### config.mk
export PLATFORM = sky130hd
export DESIGN_NAME = pdt_device_flat
export DESIGN_NICKNAME = d
export VERILOG_FILES = /design/src/logic/pdt_pkg.sv /design/src/logic/pdt_if.sv /design/src/logic/pdt_device.sv /design/src/flat_wrapper.sv
export SDC_FILE = /design/constraint.sdc
export NUM_CORES = 1
export LEC_CHECK = 0
export BUFFER_PORTS_ARGS = -buffer_cell sky130_fd_sc_hd__buf_4
export CAP_MARGIN = 25
export CORE_ASPECT_RATIO = 1.75
export CORE_MARGIN = 8
export CORE_UTILIZATION = 40
export DETAILED_ROUTE_END_ITERATION = 10
export SLEW_MARGIN = 20
export SYNTH_ARGS = -nofsm -noshare
export SYNTH_HDL_FRONTEND = slang
export SYNTH_SLANG_ARGS = --single-unit
### constraint.sdc
create_clock -name mclk -period 4.3 [get_ports mclk]
set_input_delay 0.215 -clock mclk [delete_from_list [all_inputs] [get_ports mclk]]
set_output_delay 0.215 -clock mclk [all_outputs]
set_load 0.01 [all_outputs]
### src/logic/pdt_pkg.sv
package pdt_pkg;
    // ****************************************************************
    // Register indices on the embedded controller register port
    // ****************************************************************
    localparam logic [3:0] PDT_SLEEP_LENGTH_LOW = 4'h2;
    localparam logic [3:0] PDT_SLEEP_LENGTH_MID = 4'h3;
    localparam logic [3:0] PDT_SLEEP_LENGTH_HIGH_HOLD = 4'h4;
    localparam logic [3:0] PDT_TICK_COUNT_LOW = 4'h5;
    localparam logic [3:0] PDT_TICK_COUNT_MID = 4'h6;
    localparam logic [3:0] PDT_TICK_COUNT_HIGH = 4'h7;
    localparam logic [3:0] PDT_FLASH_TIMING = 4'h8;
    localparam logic [3:0] PDT_WAKE_SETTLE = 4'h1;
    // ****************************************************************
    // Field positions and reset values
    // ****************************************************************
    localparam int PDT_STAY_ASLEEP_BIT = 7;
    localparam int PDT_HOST_PERMIT_BIT = 3;
    localparam int PDT_SETTLE_LSB = 4;
    localparam logic [7:0] PDT_LENGTH_RESET = 8'h00;
    localparam logic [23:0] PDT_TICK_RESET = 24'h000000;
    localparam logic PDT_HOST_PERMIT_RESET = 1'b1;
    localparam logic [1:0] PDT_FLASH_WAIT_RESET = 2'h3;
    localparam logic [3:0] PDT_SETTLE_RESET = 4'h0;
    // ****************************************************************
    // Timing
    // ****************************************************************
    localparam int PDT_SETTLE_TICKS_PER_UNIT = 16;
    localparam int PDT_CLOCKS_PER_WAIT_STATE = 2;
    localparam logic [2:0] PDT_WAIT_CLOCKS_ONE = 3'(PDT_CLOCKS_PER_WAIT_STATE);
    localparam int PDT_MCLK_PERIOD_NS = 50;
endpackage

### src/logic/pdt_if.sv
`timescale 1ns/1ps
interface pdt_if;
    // Register port driven by the controller end; rdata comes from the device end.
    logic wr_en;
    logic rd_en;
    logic [3:0] addr;
    logic [7:0] wdata;
    logic [7:0] rdata;
    // Power state controls from the controller end.
    logic sleep_command;
    logic card_sleep_bit;
    logic cancel_sleep_bit;
    // Status from the device end, plus the slow tick from the controller end.
    logic sleep_done_flag;
    logic sleep_irq;
    logic asleep;
    logic host_memory_permit;
    logic [1:0] flash_wait_count;
    logic slow_tick;
    modport device (
        input wr_en, rd_en, addr, wdata, sleep_command, card_sleep_bit,
        input cancel_sleep_bit, slow_tick,
        output rdata, sleep_done_flag, sleep_irq, asleep,
        output host_memory_permit, flash_wait_count
    );
    modport ctrl (
        output wr_en, rd_en, addr, wdata, sleep_command, card_sleep_bit,
        output cancel_sleep_bit, slow_tick,
        input rdata, sleep_done_flag, sleep_irq, asleep,
        input host_memory_permit, flash_wait_count
    );
endinterface

### src/logic/pdt_device.sv
`timescale 1ns/1ps
// Behaviour
// - Controller loads sleep length before sleeping
// - Count length down to zero, then run the settle phase, then end
// - Length is 23 bits over three bytes
// - Decrement once per slow crystal period
// - Length fields reset to zero
// - Stay asleep ignores counts until cancelled or card sleep bit clears
// - 24-bit tick counter counts slow periods
// - Tick counter cleared only by reset
// - Tick count read as three bytes
// - Firmware never writes tick count registers
// - Host permit bit gates host memory access
// - Flash wait codes 0,1,2,3 give 0,1,2,3 states
// - Each wait state is two main clocks
// - Firmware sets enough flash wait states
// - Reserved bits written zero, read undefined
// - Sleep command starts cycle, self-clears when done
// - Settle phase is settle time times sixteen
// - Completion sets done flag and interrupt
module pdt_device (
    input wire logic mclk,
    input wire logic resetn,
    pdt_if.device bus,
    input wire logic flash_req,
    output logic flash_ready,
    input wire logic host_mem_req,
    output logic host_mem_grant,
    output logic asleep_pin
);
    import pdt_pkg::*;

    typedef enum logic [1:0] {
        ST_AWAKE,
        ST_COUNT,
        ST_SETTLE,
        ST_HOLD
    } pdt_state_t;

    typedef struct packed {
        pdt_state_t state;
        logic [22:0] length;
        logic stay;
        logic [22:0] down;
        logic [7:0] settle;
        logic [3:0] settle_time;
        logic [23:0] ticks;
        logic permit;
        logic [1:0] fwait;
        logic busy;
        logic done;
        logic [2:0] wclk;
        logic [1:0] wstates;
        logic fwaiting;
        logic fready;
        logic grant;
        logic [7:0] rdata;
    } pdt_regs_t;

    pdt_regs_t q;
    pdt_regs_t d;

    function automatic logic [7:0] read_mux(input pdt_regs_t r,
                                            input logic [3:0] a);
        case (a)
            PDT_SLEEP_LENGTH_LOW: read_mux = r.length[7:0];
            PDT_SLEEP_LENGTH_MID: read_mux = r.length[15:8];
            PDT_SLEEP_LENGTH_HIGH_HOLD: read_mux = {r.stay, r.length[22:16]};
            PDT_TICK_COUNT_LOW: read_mux = r.ticks[7:0];
            PDT_TICK_COUNT_MID: read_mux = r.ticks[15:8];
            PDT_TICK_COUNT_HIGH: read_mux = r.ticks[23:16];
            // Reserved bits read as zero here.
            PDT_FLASH_TIMING: read_mux = {4'h0, r.permit, 1'b0, r.fwait};
            PDT_WAKE_SETTLE: read_mux = {r.settle_time, 4'h0};
            default: read_mux = 8'h00;
        endcase
    endfunction

    // ****************************************************************
    // Next state
    // ****************************************************************
    always_comb begin
        d = q;
        d.done = 1'b0;
        d.rdata = read_mux(q, bus.addr);
        if (bus.wr_en) begin
            case (bus.addr)
                PDT_SLEEP_LENGTH_LOW: d.length[7:0] = bus.wdata;
                PDT_SLEEP_LENGTH_MID: d.length[15:8] = bus.wdata;
                PDT_SLEEP_LENGTH_HIGH_HOLD: begin
                    d.length[22:16] = bus.wdata[6:0];
                    d.stay = bus.wdata[PDT_STAY_ASLEEP_BIT];
                end
                PDT_FLASH_TIMING: begin
                    d.permit = bus.wdata[PDT_HOST_PERMIT_BIT];
                    d.fwait = bus.wdata[1:0];
                end
                PDT_WAKE_SETTLE:
                    d.settle_time = bus.wdata[PDT_SETTLE_LSB +: 4];
                // Tick count writes are dropped so the count stays intact.
                default: ;
            endcase
        end
        if (bus.slow_tick) begin
            d.ticks = q.ticks + 24'h000001;
        end
        case (q.state)
            ST_AWAKE: begin
                if (bus.sleep_command) begin
                    d.busy = 1'b1;
                    d.down = q.length;
                    d.state = q.stay ? ST_HOLD : ST_COUNT;
                end
            end
            ST_COUNT: begin
                if (q.down == 23'h000000) begin
                    d.settle = 8'(q.settle_time *
                                  PDT_SETTLE_TICKS_PER_UNIT);
                    d.state = ST_SETTLE;
                end else if (bus.slow_tick) begin
                    d.down = q.down - 23'h000001;
                end
            end
            ST_SETTLE: begin
                if (q.settle == 8'h00) begin
                    d.busy = 1'b0;
                    d.done = 1'b1;
                    d.state = ST_AWAKE;
                end else if (bus.slow_tick) begin
                    d.settle = q.settle - 8'h01;
                end
            end
            ST_HOLD: begin
                if (!bus.card_sleep_bit || bus.cancel_sleep_bit) begin
                    d.busy = 1'b0;
                    d.done = 1'b1;
                    d.state = ST_AWAKE;
                end
            end
            default: d.state = ST_AWAKE;
        endcase
        // Flash wait: each state is two main clocks.
        d.fready = 1'b0;
        if (flash_req && !q.fwaiting && !q.fready) begin
            if (q.fwait == 2'h0) begin
                d.fready = 1'b1;
            end else begin
                d.fwaiting = 1'b1;
                d.wstates = q.fwait;
                d.wclk = PDT_WAIT_CLOCKS_ONE;
            end
        end else if (q.fwaiting) begin
            if (q.wclk > 3'h1) begin
                d.wclk = q.wclk - 3'h1;
            end else if (q.wstates > 2'h1) begin
                d.wstates = q.wstates - 2'h1;
                d.wclk = PDT_WAIT_CLOCKS_ONE;
            end else begin
                d.fwaiting = 1'b0;
                d.fready = 1'b1;
            end
        end
        d.grant = host_mem_req && q.permit;
    end

    always_ff @(posedge mclk or negedge resetn) begin
        if (!resetn) begin
            q <= '0;
            q.state <= ST_AWAKE;
            q.length <= {PDT_LENGTH_RESET[6:0], PDT_LENGTH_RESET,
                         PDT_LENGTH_RESET};
            q.ticks <= PDT_TICK_RESET;
            q.permit <= PDT_HOST_PERMIT_RESET;
            q.fwait <= PDT_FLASH_WAIT_RESET;
            q.settle_time <= PDT_SETTLE_RESET;
        end else begin
            q <= d;
        end
    end

    assign bus.rdata = q.rdata;
    assign bus.sleep_done_flag = q.done;
    assign bus.sleep_irq = q.done;
    assign bus.asleep = q.busy;
    assign bus.host_memory_permit = q.permit;
    assign bus.flash_wait_count = q.fwait;
    assign flash_ready = q.fready;
    assign host_mem_grant = q.grant;
    assign asleep_pin = q.busy;
endmodule

### src/flat_wrapper.sv
// flat-port wrapper written by rule: the top's interface ports become plain ports
module pdt_device_flat import pdt_pkg::*;
  (mclk, resetn, flash_req, flash_ready, host_mem_req, host_mem_grant, asleep_pin, bus_wr_en, bus_rd_en, bus_addr, bus_wdata, bus_sleep_command, bus_card_sleep_bit, bus_cancel_sleep_bit, bus_slow_tick, bus_rdata, bus_sleep_done_flag, bus_sleep_irq, bus_asleep, bus_host_memory_permit, bus_flash_wait_count);
  pdt_if bus_i ();
  input wire logic mclk;
  input wire logic resetn;
  input wire logic flash_req;
  output logic flash_ready;
  input wire logic host_mem_req;
  output logic host_mem_grant;
  output logic asleep_pin;
  input wire logic [$bits(bus_i.wr_en)-1:0] bus_wr_en;
  input wire logic [$bits(bus_i.rd_en)-1:0] bus_rd_en;
  input wire logic [$bits(bus_i.addr)-1:0] bus_addr;
  input wire logic [$bits(bus_i.wdata)-1:0] bus_wdata;
  input wire logic [$bits(bus_i.sleep_command)-1:0] bus_sleep_command;
  input wire logic [$bits(bus_i.card_sleep_bit)-1:0] bus_card_sleep_bit;
  input wire logic [$bits(bus_i.cancel_sleep_bit)-1:0] bus_cancel_sleep_bit;
  input wire logic [$bits(bus_i.slow_tick)-1:0] bus_slow_tick;
  output wire logic [$bits(bus_i.rdata)-1:0] bus_rdata;
  output wire logic [$bits(bus_i.sleep_done_flag)-1:0] bus_sleep_done_flag;
  output wire logic [$bits(bus_i.sleep_irq)-1:0] bus_sleep_irq;
  output wire logic [$bits(bus_i.asleep)-1:0] bus_asleep;
  output wire logic [$bits(bus_i.host_memory_permit)-1:0] bus_host_memory_permit;
  output wire logic [$bits(bus_i.flash_wait_count)-1:0] bus_flash_wait_count;
  assign bus_i.wr_en = bus_wr_en;
  assign bus_i.rd_en = bus_rd_en;
  assign bus_i.addr = bus_addr;
  assign bus_i.wdata = bus_wdata;
  assign bus_i.sleep_command = bus_sleep_command;
  assign bus_i.card_sleep_bit = bus_card_sleep_bit;
  assign bus_i.cancel_sleep_bit = bus_cancel_sleep_bit;
  assign bus_i.slow_tick = bus_slow_tick;
  assign bus_rdata = bus_i.rdata;
  assign bus_sleep_done_flag = bus_i.sleep_done_flag;
  assign bus_sleep_irq = bus_i.sleep_irq;
  assign bus_asleep = bus_i.asleep;
  assign bus_host_memory_permit = bus_i.host_memory_permit;
  assign bus_flash_wait_count = bus_i.flash_wait_count;
  pdt_device u_core (.mclk(mclk), .resetn(resetn), .bus(bus_i), .flash_req(flash_req), .flash_ready(flash_ready), .host_mem_req(host_mem_req), .host_mem_grant(host_mem_grant), .asleep_pin(asleep_pin));
endmodule
Word-level counts from Yosys, hierarchy flattened
Index checks and enable logic that the tools add are counted.
{"block": "op_classes", "add_sub_neg": 5, "n_mul": 0, "div_mod_pow": 0, "magnitude_cmp": 2, "n_eq_ne": 21, "shift": 0, "muxes": 28, "bitwise": 0, "n_reduce_logical": 28}
{"op": "23-bit 2-to-1 mux", "count": 3}
{"op": "8-bit one-hot mux with 8 select lines", "count": 1}
{"op": "23-bit one-hot mux with 2 select lines", "count": 1}
{"op": "24-bit by 1-bit adder with 24-bit output, second input constant", "count": 1}
{"op": "8-bit 2-to-1 mux", "count": 3}
{"op": "23-bit zero test", "count": 1}
{"op": "23-bit by 1-bit subtractor with 23-bit output, second input constant", "count": 1}
{"op": "4-bit AND reduction", "count": 5}
{"op": "4-bit by 3-bit equality test with 1-bit output, second input constant", "count": 4}
{"op": "2-bit 2-to-1 mux", "count": 8}
{"op": "8-bit one-hot mux with 2 select lines", "count": 1}
{"op": "7-bit 2-to-1 mux", "count": 2}
{"op": "2-bit inequality test, second input constant", "count": 6}
{"op": "2-bit AND reduction", "count": 5}
{"op": "4-bit by 2-bit equality test with 1-bit output, second input constant", "count": 2}
{"op": "8-bit zero test", "count": 1}
{"op": "2-bit by 1-bit inequality test with 1-bit output, second input constant", "count": 4}
{"op": "2-bit one-hot mux with 4 select lines", "count": 1}
{"op": "2-bit nonzero test", "count": 4}
{"op": "8-bit by 1-bit subtractor with 8-bit output, second input constant", "count": 1}
{"op": "6-bit 2-to-1 mux", "count": 1}
{"op": "3-bit nonzero test", "count": 2}
{"op": "5-bit 2-to-1 mux", "count": 1}
{"op": "2-bit equality test, second input constant", "count": 2}
{"op": "17 further kinds", "count": 23}
{"block": "totals", "regBits": 106, "latchBits": 0, "mem_bits_rw": 0, "romBits": 0, "wordCells": 103, "mem_count": 0}

Logic depth before layout (Yosys ltp)
Gate-level depths: netlist (run 1).
{"block": "logic_depth", "depth_word": 5, "mapped_depth": 8, "ltp_nobuf": 7}

Worst setup path after synthesis (run 1)
OpenSTA, ideal clock, no wires.
{"block": "synth_path", "path_kind": "reg-to-reg", "from": "register u_core.q[57] (netlist name)", "to": "register u_core.q[61] (netlist name)", "setup_time_ps": 126, "t_arrival_ps": 2035, "required_ps": 4174, "setup_slack_ps": 2139, "path_stages_with_launch": 9, "cell_sequence": "dfrtp_1 > inv_1 > ha_1 > or4b_1 > nor2_4 > a31o_2 > buf_4 > o21ai_0 > a221o_1"}
{"block": "synth_between", "elab_chain_cells": 4, "word_cells_on_any_way": 7, "classes_between": "add/sub (1); eq/ne (1); mux (3); reduce/logical (2)"}
{"item": "start: declaration", "line_no": "pdt_device.sv:60", "rtl": "pdt_regs_t q;"}
{"item": "23-bit by 1-bit subtractor with 23-bit output", "line_no": "pdt_device.sv:121", "rtl": "d.down = q.down - 23'h000001;"}
{"item": "23-bit 2-to-1 mux", "line_no": "pdt_device.sv:120", "rtl": "end else if (bus.slow_tick) begin"}
{"item": "23-bit 2-to-1 mux", "line_no": "pdt_device.sv:116", "rtl": "if (q.down == 23'h000000) begin"}
{"item": "23-bit one-hot mux with 2 select lines", "line_no": "pdt_device.sv:107", "rtl": "case (q.state)"}
Several ways; a longest one is shown, not always the timed one. The select of a mux whose other input is x is not followed.
A chain may end at the register's enable or synchronous reset.

Final worst setup path (run 1)
{"block": "layout_path", "from": "register u_core.q[57] (netlist name)", "to": "register u_core.q[73] (netlist name)"}
Same word-level chain as after synthesis.

==> qor.yml, run 1 <==
rsz0062_at_grt: "false"
syn_inst: 551
synth_top_area_share_pct: 45.5
grt_overflow: 0
final_cell_mix: "dfrtp_1 (103), nor2_1 (46), buf_4 (41)"
critPathMaxStageDelay_ns: 0.53
synth-main-ff-cell: "dfrtp_1"
yosysSeqAreaShare_pct: 46.9
path_cells: "inv_1 -> ha_1 -> or4b_1 -> nor2_4 -> a31oi_2 -> nor2_2 -> o211ai_1"
grt_pass1_wl_mm: 23.7
diodes: 0
nFillCells: 1332
slew_viol_final: 0
rows: 57
path_max_fanout: 14
wl_per_cell_um: 19.6
track_usage_pct: 16.2
violations: "hold timing"
ant_nets: 0
slew_headroom_pct: 39.3
startpoint: "u_core.q[57]"
vdd_ir_drop_max_mv: 0.258
timing.final.ws_setup_ns: 1.65
drc: 0
grt_max_degree: 67
synth_area_leader_cell: "dfrtp_1"
slowest_stage: "or4b_1"
clkTransAtPathRegs_ns: 0.07
cp.required_ns: 4.51
syn_area_per_cell_um2: 10.3
final_common_cell: "dfrtp_1"
yosysWarnings: 0
endpoint_kind: "register"
post_cts_buffers: 0
clock_skew_ns: 0.0108
hold_path_class: "in -> async"
drt_iter0_drc: 247
dieArea_um2: 18400
layout_min_cycle_time_ns: 2.65
crit_type: "reg -> reg"
max_clock_freq_mhz: 378
async_reset_ff_share_pct: 100
finalCritPeriodShare_pct: 61.6
core_um2: 13800
reg2reg_depth: 7
boundaryPins: 39
post_synth_instance_area_um2: 5660
htreeDepth: 3
leakagePower_nw: 2.63
postPlaceCellArea_um2: 5980
io_buffer_count: 37
cts_sinks: 106
r2r-start: "u_core.q[57]"
dpl.hpwl_mm: 10.7
maxCapViolations: 0
cts_tree: "yes"
synth.area.top_cells: "dfrtp_1 (46%), mux2_2 (7.2%), nor2_1 (3.0%)"
finalSetupTns_ns: 0
root_buffer: "clkbuf_16"
clockBufferDepth: 2
synth.net_count: 579
antenna_found_initial: 0
post-place-ws_ns: 1.64
ys_types: 74
utilization_pct: 45.5
wl_mm: 14.6
final_layout_size_suffix_gt1_share_pct: 21.5
drt-vias-per-instance: 5.88
setup_viol: 0
path_delay_family: "simple AND/OR/NAND/NOR gates"
place.gp.congestion: 0.839
status: "complete, but fails checks"
dr.pass1.iters: 4
tightest_slew_ns: 0.911
hold_slack_ns: -0.0284
cts_resized: 0
vias: 4381
critical_path_arrival_ns: 2.86
r2r_slack_ns: 1.65
layout.cell_area.non_filler_um2: 6290
ys_ff_latch: 106
synth_edf_count: 0
clock_latency_ns: 0.35
cts_hold_buf: 0
nets: 591
power_density_nw_per_um2: 603
cp-start-kind: "register"
critPathBufInv: 1
areaGrowthSynthToFinish_pct: 11.2
cts_buffers: 9
final_hold_viol_count: 16
start_util_pct: 40.9
die_height_um: 173
grt_pass1_vias: 4362
timing.rr.end: "u_core.q[73]"
die_w_um: 106
synthesized netlist by cell type (8+ instances only):
cell	instances
a21oi_1	30
nand2_1	40
dfrtp_1	103
nand4_1	14
mux2i_1	8
nor3_1	22
o21ai_0	22
mux2_2	36
inv_1	14
nor2_1	46
a31oi_1	9
nand3_1	14
buf_4	13
xnor2_1	16
clkbuf_1	18
registers in the layout, summed over array words and instances, names as in the netlist:
name,count
u_core.host_mem_grant,1
u_core.bus.sleep_done_flag,1
u_core.bus.host_memory_permit,1
u_core.flash_ready,1
u_core.asleep_pin,1
u_core.q,91
u_core.bus.flash_wait_count,2
u_core.bus.rdata,8
cell families after synthesis:
group                    count (synthesis)  share of synthesized area (%)
buffers and inverters                   54                           4.57
AO/OA/AOI/OAI                          123                           14.8
flip-flops                             106                           46.9
AND/OR/NAND/NOR                        189                           17.9
XOR/XNOR                                23                           3.56
adder cells (fa/ha/maj)                  6                           1.33
multiplexers                            50                           11.0
through the flow:
step                      power [mW]  cells
after global routing            4.06    745
after floorplan                 2.59    551
after detailed placement        2.98    729
after global placement          2.92    729
final                           3.80    745
after CTS                       3.82    745
where the power goes:
part	internal, mW	total (mW)	switching (mW)
combinational	0.606	1.31	0.706
clock	0.416	0.839	0.423
sequential	1.29	1.65	0.354
worst reg2reg max path: stages, from the launching register on:
cell and delay (ns):
dfrtp_1 0.44, inv_1 0.08, ha_1 0.30, or4b_1 0.54, nor2_4 0.21, a31oi_2 0.34, nor2_2 0.46, o211ai_1 0.15
final cells by class:
cell class | count | area (µm²) | share of cell area, %
Inverter | 14 | 52.6 | 0.835
Timing Repair Buffer | 41 | 308 | 4.89
Sequential cell | 106 | 2660 | 42.2
Clock inverter | 7 | 85.1 | 1.35
Clock buffer | 9 | 225 | 3.58
Multi-Input combinational cell | 391 | 2750 | 43.6
Tap cell | 177 | 221 | 3.52
how the worst max path moves through the flow:
stage	to	cells after the start	slack (ns)
after floorplan	u_core.q[61]	8	2.14
after detailed placement	u_core.q[72]	7	1.64
after global placement	u_core.q[58]	7	1.65
after global routing	u_core.q[72]	7	1.46
final	u_core.q[73]	7	1.65
after CTS	u_core.q[58]	7	1.64
metal layers:
layer	track usage, %	vias to the layer above	wire, µm
li1	-	2044	-
met1	17.7	2222	5640
met2	29.9	92	8070
met3	2.35	23	373
met4	7.02	0	487
met5	0	-	0
Power figures use the tool's default switching activity.
==> run 2: changes to the inputs <==
- ABC_AREA: unset -> 1
- clock period: 4.3 -> 2.4 ns (I/O delays scaled with it)
==> qor.yml, run 2 <==
vias: 5073
holdCritStartpoint: "bus_wdata[4]"
post_synth_instance_area_um2: 6110
timing.rr.end: "u_core.q[70]"
syn_area_per_cell_um2: 7.53
synth_top_area_share_pct: 42.2
synth-main-ff-cell: "dfrtp_1"
cts_resized: 0
antenna_found_initial: 0
cp.required_ns: 2.61
r2r_slack_ns: 0.45
setup_viol: 0
path_max_fanout: 30
slew_viol_final: 0
ys_ff_latch: 106
path_cells: "inv_1 -> ha_1 -> nand2_4 -> nor2_8 -> nand3_2 -> nand2_1 -> nand2_2 -> nand3_1 -> o21ai_1"
maxCapViolations: 0
clock_skew_ns: 0.00809
clock_latency_ns: 0.35
cts_sinks: 106
cts_hold_buf: 4
cp-start-kind: "register"
synth.net_count: 839
slew_headroom_pct: 62.9
dpl.hpwl_mm: 11.9
timing.final.ws_setup_ns: 0.451
final_cells: 1031
wl_mm: 15.2
boundaryPins: 39
worstHoldPathCells: 3
reg2reg_depth: 9
postPlaceCellArea_um2: 6450
die_height_um: 180
ant_nets: 0
leakagePower_nw: 3.44
die_w_um: 109
nets: 868
htreeDepth: 3
p_total_mw: 7.51
synth_common_cells: "nand2_1 (233), inv_1 (106), dfrtp_1 (103), nor2_1 (76), nand3_1 (53)"
placed_cells: 1011
yosysWarnings: 0
post_cts_buffers: 0
yosys.cell_count.top_type: "nand2_1"
post-place-ws_ns: 0.433
rows: 60
finalCritPeriodShare_pct: 81.2
ys_types: 40
critPathBufInv: 1
final_cell_mix: "nand2_1 (233), inv_1 (106), dfrtp_1 (103)"
io_buffer_count: 37
final_hold_viol_count: 0
hold_path_class: "in -> reg"
place.gp.congestion: 0.897
utilization_pct: 44.8
synth_edf_count: 0
cts_buffers: 9
track_usage_pct: 16.3
vdd_ir_drop_max_mv: 0.482
final_layout_size_suffix_gt1_share_pct: 12.5
r2r-start: "u_core.q[57]"
grt_max_degree: 54
crit_type: "reg -> reg"
endpoint_kind: "register"
critical_path_arrival_ns: 2.16
top_register: "u_core.q"
critPathMaxStageDelay_ns: 0.38
nFillCells: 1593
dieArea_um2: 19600
layout_min_cycle_time_ns: 1.95
drt-vias-per-instance: 4.92
slowest_stage: "dfrtp_1"
wl_per_cell_um: 14.7
synth.area.top_cells: "dfrtp_1 (42%), nand2_1 (14%), inv_1 (6.5%)"
clockBufferDepth: 2
grt_overflow: 0
finalSetupTns_ns: 0
max_clock_freq_mhz: 513
async_reset_ff_share_pct: 100
layout.cell_area.non_filler_um2: 6790
hold_slack_ns: 0.0199
synth_area_leader_cell: "dfrtp_1"
power_density_nw_per_um2: 1110
grt_pass1_wl_mm: 25.2
largest_reg_flops: 91
path_delay_family: "simple AND/OR/NAND/NOR gates"
root_buffer: "clkbuf_16"
start_util_pct: 40.3
status: "complete, no violations"
areaGrowthSynthToFinish_pct: 11.1
drt_iter0_drc: 176
whs_endpoint: "u_core.q[45]"
clkTransAtPathRegs_ns: 0.07
syn_inst: 811
diodes: 0
rsz0062_at_grt: "false"
final_common_cell: "nand2_1"
tightest_slew_ns: 0.556
drc: 0
cts_tree: "yes"
dr.pass1.iters: 4
grt_pass1_vias: 5015
yosysSeqAreaShare_pct: 43.5
core_um2: 15200
## run 2: changes by cell type after synthesis, sizes merged, moves of 20 or more
cell    change
clkbuf     -20
o21ai      +57
mux2       -36
nor2       +46
nand3      +43
nand2     +203
inv        +99
## run 2: cell families (layout without fill, tap and decap cells)
group | after synthesis | after routing | synth area share [%]
simple gates | 423 | 423 | 31.5
buf+inv | 139 | 173 | 10.3
compound gates | 114 | 114 | 10.3
flops | 106 | 106 | 43.5
xor+xnor | 23 | 23 | 3.30
fa+ha+maj | 6 | 6 | 1.23
## run 2: power by group
group	internal, mW	switching (mW)
Sequential	2.29	0.505
Clock	0.758	0.719
Combinational	1.12	2.11
Total	4.17	3.34
## run 2: final cells by class
cell class	instances	area, µm²	area share [%]
repair buffers	44	353	5.20
clock buffers	10	239	3.52
flip-flops and latches	106	2660	39.1
well taps	186	233	3.43
clock inverters	6	56.3	0.829
multi-input cells	566	2830	41.7
inverters	113	424	6.25
## run 2: per-layer routing
metal	up-vias	track usage, %	part of all wire, %
met5	-	0	0
met4	0	10.6	5.8
met3	38	2.08	2.1
met2	87	28.7	54
met1	2333	17.5	38
li1	2615	-	-
## run 2: worst register-to-register path: cells and delay by family, from the launching register on
kind / cells / cell delay [ns]
flops: 1 / 0.38
fa+ha+maj: 1 / 0.31
buf+inv: 1 / 0.09
simple gates: 6 / 0.96
compound gates: 1 / 0.08
## run 2: how the worst max path moves through the flow
stage                 start            to  slack [ns]  cells past startpoint
2_1_floorplan  u_core.q[57]  u_core.q[67]        0.86                     10
3_3_place_gp   u_core.q[57]  u_core.q[59]        0.46                      9
3_5_place_dp   u_core.q[57]  u_core.q[59]        0.43                      9
4_1_cts        u_core.q[57]  u_core.q[59]        0.43                      9
5_1_grt        u_core.q[57]  u_core.q[60]        0.26                      9
6_report       u_core.q[57]  u_core.q[70]        0.45                      9
==> run 3: changes to the inputs <==
- clock period: 2.4 -> 1.9 ns (I/O delays scaled with it)
==> qor.yml, run 3 (synthesis gave the netlist of run 2 again) <==
top_register: "u_core.q"
areaGrowthSynthToFinish_pct: 12.3
dieArea_um2: 19600
post_cts_buffers: 0
grt_max_degree: 107
start_util_pct: 40.3
final_cell_mix: "nand2_1 (233), inv_1 (106), dfrtp_1 (103)"
placed_cells: 1017
path_cells: "inv_1 -> ha_2 -> nand2_4 -> nor2_8 -> nand3_2 -> nand2_1 -> nand2_2 -> buf_4 -> nand3_1 -> o21ai_1"
met2_usage_pct: 30.0
dr.pass1.iters: 5
reg2reg_depth: 10
die_w_um: 109
endpoint_kind: "register"
hold_path_class: "in -> reg"
path_delay_family: "simple AND/OR/NAND/NOR gates"
cts_tree: "yes"
final_hold_viol_count: 0
place.gp.congestion: 0.850
gr-usage-met1_pct: 17.6
cp-start-kind: "register"
tightest_slew_ns: 0.610
layout_min_cycle_time_ns: 1.72
clock_latency_ns: 0.34
postPlaceCellArea_um2: 6510
slew_viol_final: 0
antenna_found_initial: 0
ant_nets: 0
finalSetupTns_ns: 0
cts_sinks: 106
critPathBufInv: 2
final_cells: 1039
grt_overflow: 0
dpl.hpwl_mm: 11.8
grt_pass1_wl_mm: 25.8
cp.required_ns: 2.13
die_height_um: 180
drc: 0
diodes: 0
vias: 5194
final_layout_size_suffix_gt1_share_pct: 13.4
drt-vias-per-instance: 5.00
final_common_cell: "nand2_1"
layout.cell_area.non_filler_um2: 6870
worstHoldPathCells: 2
htreeDepth: 3
nFillCells: 1563
critPathMaxStageDelay_ns: 0.38
clkTransAtPathRegs_ns: 0.08
crit_type: "reg -> reg"
rsz0062_at_grt: "false"
finalCritPeriodShare_pct: 90.4
setup_viol: 0
power_density_nw_per_um2: 1400
rows: 60
critical_path_arrival_ns: 1.94
gr-max-usage-layer: "met2"
cts_buffers: 9
status: "complete, no violations"
wl_mm: 15.5
track_usage_pct: 16.5
root_buffer: "clkbuf_16"
drt_iter0_drc: 184
core_um2: 15200
path_max_fanout: 30
boundaryPins: 39
wl_per_cell_um: 14.9
met3_usage_pct: 1.90
maxCapViolations: 0
leakagePower_nw: 3.48
vdd_ir_drop_max_mv: 0.631
max_clock_freq_mhz: 582
io_buffer_count: 37
slew_headroom_pct: 59.3
largest_reg_flops: 91
clock_skew_ns: 0.00808
utilization_pct: 45.3
slowest_stage: "dfrtp_1"
nets: 876
clockBufferDepth: 2
crit_cells: 10
grt_pass1_vias: 5238
[run 3: worst paths after layout]
path	start	end	slack, ns
max	u_core.q[57]	u_core.q[68]	0.18
min	bus_slow_tick	u_core.q[21]	0.01
max reg2reg	u_core.q[57]	u_core.q[68]	0.18
min reg2reg	u_core.q[89]	u_core.q[89]	0.49
max in group asynchronous	resetn	u_core.q[70]	1.08
min in group asynchronous	resetn	u_core.q[24]	0.33
[run 3: layout make-up]
type | count | area, µm² | share of cell area, %
multi-input combinational | 566 | 2830 | 41.3
clock buffer | 10 | 239 | 3.48
tap | 186 | 233 | 3.39
sequential | 106 | 2660 | 38.7
timing repair buffer | 52 | 430 | 6.27
clock inverter | 6 | 50.0 | 0.729
inverter | 113 | 424 | 6.18
[run 3: what timing repair did]
action	4_1_cts	5_1_grt
endpoints found under the setup margin	0	21
resized for setup	0	2
hold buffers	6	0
endpoints found under the hold margin	108	0
[run 3: power by group]
part	leakage [nW]	switching, mW	total [mW]	internal, mW
Combinational	2.02	2.74	4.27	1.53
Clock	0.141	0.901	1.84	0.944
Sequential	1.32	0.620	3.52	2.90
[run 3: metrics by stage]
stage	total power, mW	worst slack, ns	hold WS, ns
after global routing	10.5	0.0173	0.00896
after CTS	9.72	0.107	0.00338
after floorplan	6.71	0.363	-0.201
after global placement	7.77	0.152	0.222
final	9.63	0.183	0.0127
after detailed placement	7.82	0.125	0.226
[run 3: per-layer routing]
| layer | vias up | routed length [µm] |
|---|---|---|
| met4 | 0 | 706 |
| met1 | 2449 | 5860 |
| li1 | 2630 | - |
| met3 | 30 | 425 |
| met5 | - | 0 |
| met2 | 85 | 8510 |
